`src/rtl/s2mdc_pkg.sv`:
```
// Shared constants and carriers for the stream-to-memory DMA control block.
package s2mdc_pkg;
   // ---------------------------------------------------------------
   // Register map
   // ---------------------------------------------------------------
   localparam logic [11:0] ADDR_COMMON_CONTROL = 12'h500;
   localparam logic [11:0] ADDR_COMMON_STATUS  = 12'h504;
   localparam logic [11:0] ADDR_CHANNEL_ENABLE = 12'h508;
   localparam logic [11:0] ADDR_CHANNEL_IN_PROG = 12'h50c;
   // ---------------------------------------------------------------
   // Field positions and reset values
   // ---------------------------------------------------------------
   localparam int          CTRL_RUN_STOP_POS   = 0;
   localparam int          CTRL_SOFT_RESET_POS = 2;
   localparam int          STAT_HALTED_POS     = 0;
   localparam int          STAT_IDLE_POS       = 1;
   localparam int          NUM_CHANNELS        = 16;
   localparam logic [15:0] CHAN_ENABLE_RESET   = 16'h0001;
   localparam logic [15:0] CHAN_IN_PROG_RESET  = 16'h0000;
   localparam logic [31:0] UNMAPPED_READ       = 32'h0000_0000;
   // ---------------------------------------------------------------
   // Timing
   // ---------------------------------------------------------------
   localparam int          SYNC_STAGES         = 3;
   // ---------------------------------------------------------------
   // Carriers
   // ---------------------------------------------------------------
   typedef struct packed {
      logic        valid;
      logic        last;
      logic [3:0]  dest;
   } s2mdc_beat_t;
   typedef struct packed {
      logic        idle;
      logic        halted;
   } s2mdc_status_t;
endpackage

```
`src/rtl/s2mdc_sync.sv`:
```
// Three-stage synchroniser for a level from outside the clock domain.
`timescale 1ns/100ps
module s2mdc_sync (
   input  wire logic i_clk,
   input  wire logic i_rst_n,
   input  wire logic i_async,
   output logic      o_level
);
   logic [2:0] stage_reg;

   always_ff @(posedge i_clk) begin
      if (!i_rst_n) begin
         stage_reg <= 3'h0;
         o_level   <= 1'b0;
      end else begin
         stage_reg <= {stage_reg[1:0], i_async};
         if (stage_reg[2] == stage_reg[1]) begin
            o_level <= stage_reg[2];
         end
      end
   end
endmodule

```
`src/rtl/s2mdc_ctrl.sv`:
```
// Common control and status registers with packet gating for the stream-to-memory path.
//
// Notes on behaviour
// - Writing soft reset 1 starts a graceful engine reset, flushing pending transfers.
// - Soft reset bit reads 1 while in progress; afterwards all registers default.
// - A stream-to-memory soft reset also resets the memory-to-stream path.
// - Clearing run/stop stops the engine only after current operations end.
// - Queued descriptor status updates finish writing back before halting.
// - Halted flag becomes 1 only once the engine has fully halted; here it reads 1 from the start of a soft reset, before the flush ends.
// - Hardware clears run/stop by itself when an error is detected.
// - Stopped engine discards every packet arriving on its stream input.
// - Setting run/stop starts operations; halted drops to 0 when operating.
// - After reset status shows halted 1 and idle 0.
// - Idle is 1 only when all channels reached tail and descriptors done.
// - A tail pointer write restarts operations from idle.
// - Channel enable bits 15:0, one per destination, reset value 0x1.
// - A packet for a disabled channel is discarded whole.
// - Disabling a channel does not stop its descriptor fetching.
// - New enable value applies when the stream is empty or next packet starts.
// - Disabling a channel leaves its interrupt behaviour unchanged.
// - Channel in progress shows the serviced channel, holding the last when idle.
// - Channel in progress is one-hot, reset 0x0, bit n for destination n.
`timescale 1ns/100ps
module s2mdc_ctrl #(
   parameter int NUM_CH = s2mdc_pkg::NUM_CHANNELS
) (
   input  wire logic                   i_clk,
   input  wire logic                   i_rst_n,
   input  wire logic [11:0]            i_addr,
   input  wire logic [31:0]            i_wdata,
   input  wire logic                   i_wr,
   input  wire logic                   i_rd,
   output logic      [31:0]            o_rdata,
   input  wire s2mdc_pkg::s2mdc_beat_t i_beat,
   output logic                        o_beat_accept,
   output logic                        o_beat_drop,
   input  wire logic                   i_engine_busy,
   input  wire logic                   i_update_pending,
   input  wire logic [NUM_CH-1:0]      i_at_tail,
   input  wire logic                   i_tail_write,
   input  wire logic                   i_error,
   input  wire logic                   i_flush_done,
   output logic                        o_run,
   output logic                        o_fetch_enable,
   output logic                        o_engine_reset,
   output logic                        o_memory_to_stream_path_reset,
   output logic [NUM_CH-1:0]           o_chan_enable,
   output logic                        o_halted
);
   // ---------------------------------------------------------------
   // State
   // ---------------------------------------------------------------
   typedef enum logic [1:0] {
      S2MDC_HALTED   = 2'b00,
      S2MDC_RUNNING  = 2'b01,
      S2MDC_STOPPING = 2'b11,
      S2MDC_RESETTING = 2'b10
   } s2mdc_state_t;

   s2mdc_state_t        state_reg;
   s2mdc_state_t        state_next;
   logic                run_stop_reg;
   logic                idle_reg;
   logic [NUM_CH-1:0]   enable_reg;
   logic [NUM_CH-1:0]   enable_live_reg;
   logic [NUM_CH-1:0]   in_prog_reg;
   logic                in_packet_reg;
   logic                pkt_pass_reg;
   logic                flush_level;
   logic                wr_ctrl;
   logic                wr_enable;
   logic                all_tail;
   logic                beat_ok;
   logic                soft_rst;

   assign wr_ctrl   = i_wr && (i_addr == s2mdc_pkg::ADDR_COMMON_CONTROL);
   assign wr_enable = i_wr && (i_addr == s2mdc_pkg::ADDR_CHANNEL_ENABLE);
   assign all_tail  = &i_at_tail;
   assign soft_rst  = (state_reg == S2MDC_RESETTING) && flush_level;

   // ---------------------------------------------------------------
   // Flush completion crossing
   // ---------------------------------------------------------------
   s2mdc_sync u_flush_sync (
      .i_clk   (i_clk),
      .i_rst_n (i_rst_n),
      .i_async (i_flush_done),
      .o_level (flush_level)
   );

   // ---------------------------------------------------------------
   // Engine state machine
   // ---------------------------------------------------------------
   always_comb begin
      state_next = state_reg;
      unique case (state_reg)
         S2MDC_HALTED: begin
            if (run_stop_reg) begin
               state_next = S2MDC_RUNNING;
            end
         end
         S2MDC_RUNNING: begin
            if (!run_stop_reg) begin
               state_next = S2MDC_STOPPING;
            end
         end
         S2MDC_STOPPING: begin
            if (run_stop_reg) begin
               state_next = S2MDC_RUNNING;
            end else if (!i_engine_busy && !i_update_pending) begin
               state_next = S2MDC_HALTED;
            end
         end
         S2MDC_RESETTING: begin
            state_next = S2MDC_RESETTING;
         end
      endcase
      if (wr_ctrl && i_wdata[s2mdc_pkg::CTRL_SOFT_RESET_POS]) begin
         state_next = S2MDC_RESETTING;
      end
   end

   always_ff @(posedge i_clk) begin
      if (!i_rst_n || soft_rst) begin
         state_reg <= S2MDC_HALTED;
      end else begin
         state_reg <= state_next;
      end
   end

   // ---------------------------------------------------------------
   // Run/stop control
   // ---------------------------------------------------------------
   always_ff @(posedge i_clk) begin
      if (!i_rst_n || soft_rst) begin
         run_stop_reg <= 1'b0;
      end else if (state_reg == S2MDC_RESETTING) begin
         run_stop_reg <= 1'b0;
      end else if (i_error) begin
         run_stop_reg <= 1'b0;
      end else if (wr_ctrl) begin
         run_stop_reg <= i_wdata[s2mdc_pkg::CTRL_RUN_STOP_POS];
      end
   end

   // ---------------------------------------------------------------
   // Idle tracking
   // ---------------------------------------------------------------
   always_ff @(posedge i_clk) begin
      if (!i_rst_n || soft_rst) begin
         idle_reg <= 1'b0;
      end else if (i_tail_write) begin
         idle_reg <= 1'b0;
      end else begin
         idle_reg <= (state_reg == S2MDC_RUNNING) && all_tail
                     && !i_engine_busy && !i_update_pending;
      end
   end

   // ---------------------------------------------------------------
   // Channel enable register and its live copy
   // ---------------------------------------------------------------
   always_ff @(posedge i_clk) begin
      if (!i_rst_n || soft_rst) begin
         enable_reg <= s2mdc_pkg::CHAN_ENABLE_RESET[NUM_CH-1:0];
      end else if (wr_enable) begin
         enable_reg <= i_wdata[NUM_CH-1:0];
      end
   end

   always_ff @(posedge i_clk) begin
      if (!i_rst_n || soft_rst) begin
         enable_live_reg <= s2mdc_pkg::CHAN_ENABLE_RESET[NUM_CH-1:0];
      end else if (!in_packet_reg) begin
         enable_live_reg <= enable_reg;
      end
   end

   // ---------------------------------------------------------------
   // Packet gating
   // ---------------------------------------------------------------
   assign beat_ok = (state_reg == S2MDC_RUNNING)
                    && enable_live_reg[i_beat.dest];

   always_ff @(posedge i_clk) begin
      if (!i_rst_n || soft_rst) begin
         in_packet_reg <= 1'b0;
         pkt_pass_reg  <= 1'b0;
      end else if (i_beat.valid) begin
         in_packet_reg <= !i_beat.last;
         if (!in_packet_reg) begin
            pkt_pass_reg <= beat_ok;
         end
      end
   end

   always_ff @(posedge i_clk) begin
      if (!i_rst_n || soft_rst) begin
         o_beat_accept <= 1'b0;
         o_beat_drop   <= 1'b0;
      end else begin
         o_beat_accept <= i_beat.valid && (in_packet_reg ? pkt_pass_reg : beat_ok);
         o_beat_drop   <= i_beat.valid && !(in_packet_reg ? pkt_pass_reg : beat_ok);
      end
   end

   // ---------------------------------------------------------------
   // Channel in progress
   // ---------------------------------------------------------------
   always_ff @(posedge i_clk) begin
      if (!i_rst_n || soft_rst) begin
         in_prog_reg <= s2mdc_pkg::CHAN_IN_PROG_RESET[NUM_CH-1:0];
      end else if (i_beat.valid && !in_packet_reg && beat_ok) begin
         in_prog_reg <= NUM_CH'(1) << i_beat.dest;
      end
   end

   // ---------------------------------------------------------------
   // Engine-facing outputs
   // ---------------------------------------------------------------
   always_ff @(posedge i_clk) begin
      if (!i_rst_n) begin
         o_run          <= 1'b0;
         o_fetch_enable <= 1'b0;
         o_engine_reset <= 1'b0;
         o_memory_to_stream_path_reset   <= 1'b0;
         o_chan_enable  <= s2mdc_pkg::CHAN_ENABLE_RESET[NUM_CH-1:0];
         o_halted       <= 1'b1;
      end else begin
         o_run          <= (state_next == S2MDC_RUNNING);
         o_fetch_enable <= (state_next == S2MDC_RUNNING);
         o_engine_reset <= (state_next == S2MDC_RESETTING) && !soft_rst;
         o_memory_to_stream_path_reset   <= (state_next == S2MDC_RESETTING) && !soft_rst;
         o_chan_enable  <= soft_rst ? s2mdc_pkg::CHAN_ENABLE_RESET[NUM_CH-1:0]
                                    : enable_live_reg;
         o_halted       <= soft_rst || (state_next == S2MDC_HALTED)
                           || (state_next == S2MDC_RESETTING);
      end
   end

   // ---------------------------------------------------------------
   // Register read port
   // ---------------------------------------------------------------
   always_ff @(posedge i_clk) begin
      if (!i_rst_n) begin
         o_rdata <= s2mdc_pkg::UNMAPPED_READ;
      end else if (i_rd) begin
         o_rdata <= s2mdc_pkg::UNMAPPED_READ;
         unique case (i_addr)
            s2mdc_pkg::ADDR_COMMON_CONTROL: begin
               o_rdata[s2mdc_pkg::CTRL_RUN_STOP_POS]   <= run_stop_reg;
               o_rdata[s2mdc_pkg::CTRL_SOFT_RESET_POS] <=
                  (state_reg == S2MDC_RESETTING);
            end
            s2mdc_pkg::ADDR_COMMON_STATUS: begin
               o_rdata[s2mdc_pkg::STAT_HALTED_POS] <= (state_reg == S2MDC_HALTED)
                  || (state_reg == S2MDC_RESETTING);
               o_rdata[s2mdc_pkg::STAT_IDLE_POS]   <= idle_reg;
            end
            s2mdc_pkg::ADDR_CHANNEL_ENABLE: begin
               o_rdata[NUM_CH-1:0] <= enable_reg;
            end
            s2mdc_pkg::ADDR_CHANNEL_IN_PROG: begin
               o_rdata[NUM_CH-1:0] <= in_prog_reg;
            end
            default: begin
               o_rdata <= s2mdc_pkg::UNMAPPED_READ;
            end
         endcase
      end else begin
         o_rdata <= s2mdc_pkg::UNMAPPED_READ;
      end
   end
endmodule

```
`config.mk`:
```
export PLATFORM = sky130hd
export DESIGN_NAME = s2mdc_ctrl
export DESIGN_NICKNAME = d
export VERILOG_FILES = /design/src/rtl/s2mdc_pkg.sv /design/src/rtl/s2mdc_sync.sv /design/src/rtl/s2mdc_ctrl.sv
export SDC_FILE = /design/constraint.sdc
export NUM_CORES = 1
export LEC_CHECK = 0
export BUFFER_PORTS_ARGS = -buffer_cell sky130_fd_sc_hd__buf_4
export CAP_MARGIN = 20
export CORE_AREA = 2 2 92 94
export DETAILED_ROUTE_END_ITERATION = 10
export DIE_AREA = 0 0 94 96
export PLACE_DENSITY = 0.81
export REMOVE_ABC_BUFFERS = 1
export SKIP_CTS_REPAIR_TIMING = 1
export SLEW_MARGIN = 20
export SYNTH_ARGS = -nofsm -noshare
export SYNTH_HDL_FRONTEND = slang
export SYNTH_SLANG_ARGS = --single-unit
export TNS_END_PERCENT = 100
```
`constraint.sdc`:
```
create_clock -name i_clk -period 2.2 [get_ports i_clk]
set_input_delay 0.22 -clock i_clk [delete_from_list [all_inputs] [get_ports i_clk]]
set_output_delay 0.22 -clock i_clk [all_outputs]
set_load 0.01 [all_outputs]
```
==> out/metrics.yaml <==
outcome: "finished, final reports clean"
cts_tree: "yes"
fp.dieH_um: 96
synthDistinctLibCells: 44
grt_start_max_net_pins: 27
die_w_um: 94
final_cell_mix: "109 x buf_4, 95 x dfxtp_1, 48 x nand2_1"
period_share_pct: 81.0
grt_pass1_vias: 3015
viasPerCell: 5.26
nets: 569
final_common_cell: "buf_4"
grt_use_total_pct: 20.5
wl_mm: 9.07
wl_per_cell_um: 15.0
firstDrtPassIters: 6
netlist_area_sq_um: 3880
place_congestion: 0.864
fin_skew_ps: 10.3
worstSetupStartpointType: "flop"
rsz0062_at_grt: "false"
setup_viol: 0
coreArea_sq_um: 8050
critical_path.max_fanout: 16
synth_edf_count: 0
hold_viol_final: 0
rows: 33
relSlewSlack_pct: 48.7
cts_buffers: 9
max-cap-violations: 0
power_leakage_nw: 2.10
slew_violations: 0
clockRootBuffer: "clkbuf_8"
synth_top_area_cell: "dfxtp_1"
synth_seq_area_share_pct: 49.0
areaGrowthSynthToFinish_pct: 24.3
port_buffers: 97
synth_top_area_share_pct: 49.0
drive_gt1_share_pct: 29.9
arrival_ps: 2070
power_mw: 3.20
start_util_pct: 48.2
grt_pass1_wl_mm: 14.2
synth_ff_type: "dfxtp_1"
tns_ps: 0
endpoint_kind: "flop"
required_ps: 2490
post-route-drc-count: 0
yosysWarnings: 0
ioPinCount: 130
overflow: 0
ys_async_sr_fraction_pct: 0
timing.fmax_mhz: 561
cts.sinks: 95
route.vias.total: 3175
synth_area_leaders: "dfxtp_1 49%, mux2i_1 11%, buf_4 4.6%"
syn_area_per_cell_sq_um: 9.58
antenna_found_initial: 0
clk_latency_ps: 350
hold_class: "input pin to flop"
clk_pin_slew_ps: 90
synthesis.instances: 405
ys_ff_latch: 95
max-clock-path-buffers: 2
path_class: "flop to flop"
post-dp-hpwl_mm: 6.42
peakVddDrop_mv: 0.449
tightest_slew_ps: 767
die-area_sq_um: 9020
ant_nets: 0
drt_iter0_markers: 173
diodes: 0
final.min_clock_period_ps: 1780
powerDensity_nw_per_um2: 663
cts.htree.levels: 3
==> layout make-up <==
cell class | instances | area (sq um)
repair buffers | 110 | 828
inverters | 2 | 7.51
clock buffers | 11 | 141
well taps | 105 | 131
multi-input cells | 276 | 1730
fillers | 701 | 3230
clock inverters | 5 | 81.3
flip-flops and latches | 95 | 1900
==> metal layers <==
metal	GRT usage, %	part of all wire, %	vias to the layer above
li1	-	-	1544
met5	0	0	-
met1	25.0	42	1469
met2	35.3	49	144
met3	5.09	7.2	18
met4	7.61	1.8	0
==> final timing paths <==
check	startpoint	endpoint	slack, ps	depth (start not counted)
min	i_beat[4]	in_packet_reg	50	2
max reg2reg	state_reg[0]	in_prog_reg[4]	420	6
min reg2reg	u_flush_sync.stage_reg[0]	u_flush_sync.stage_reg[1]	460	1
max	state_reg[0]	in_prog_reg[4]	420	6
==> worst max-delay path: stages (launching register included) <==
cell      delay (ps)
dfxtp_1          470
nand3b_1         160
buf_4            210
nand2_1          120
nor2_1           430
nand3_1          160
mux2i_1          160
==> cells by family (layout without fill, tap and decap cells) <==
logic type / count (synthesis) / count (layout) / share of synthesized area [%]
other: 1 / 16 / 0.0966
flip-flops: 95 / 95 / 49.0
AND/OR/NAND/NOR: 170 / 170 / 23.0
AO/OA/AOI/OAI: 46 / 46 / 8.64
buffers and inverters: 49 / 128 / 7.80
multiplexers: 44 / 44 / 11.4
==> stage by stage <==
step	worst slack (ps)	hold WS (ps)	util (%)	cell area, sq um	cells
2_1_floorplan	-484	297	-	3640	373
3_3_place_gp	315	388	57.0	4590	587
3_5_place_dp	280	387	57.0	4590	587
4_1_cts	442	3.99	59.8	4810	603
5_1_grt	226	37.1	59.9	4820	604
6_report	418	50.7	59.9	4820	604
==> cell usage after synthesis, types with 2 or more instances <==
| master | instances |
|---|---|
| a21boi_0 | 2 |
| a21oi_1 | 18 |
| a22oi_1 | 6 |
| a22oi_2 | 9 |
| a31oi_1 | 2 |
| and2_1 | 4 |
| and3_1 | 19 |
| buf_2 | 4 |
| buf_4 | 24 |
| clkbuf_1 | 16 |
| dfxtp_1 | 95 |
| inv_1 | 2 |
| mux2_2 | 2 |
| mux2i_1 | 42 |
| nand2_1 | 48 |
| nand2b_1 | 3 |
| nand3_1 | 27 |
| nand3b_1 | 5 |
| nand4_1 | 5 |
| nand4b_1 | 2 |
| nand4bb_1 | 2 |
| nor2_1 | 28 |
| nor2_2 | 9 |
| nor2b_1 | 5 |
| nor4b_1 | 2 |
| o21ai_0 | 4 |
| or3_1 | 2 |
| or4_1 | 2 |
==> report_power, final <==
part / leakage [nW] / internal, mW / switching, mW
clock network: 0.110 / 0.672 / 0.581
registers: 0.766 / 1.72 / 0.00223
logic: 1.22 / 0.103 / 0.118
total: 2.10 / 2.50 / 0.702
(Power assumes the default switching activity.)
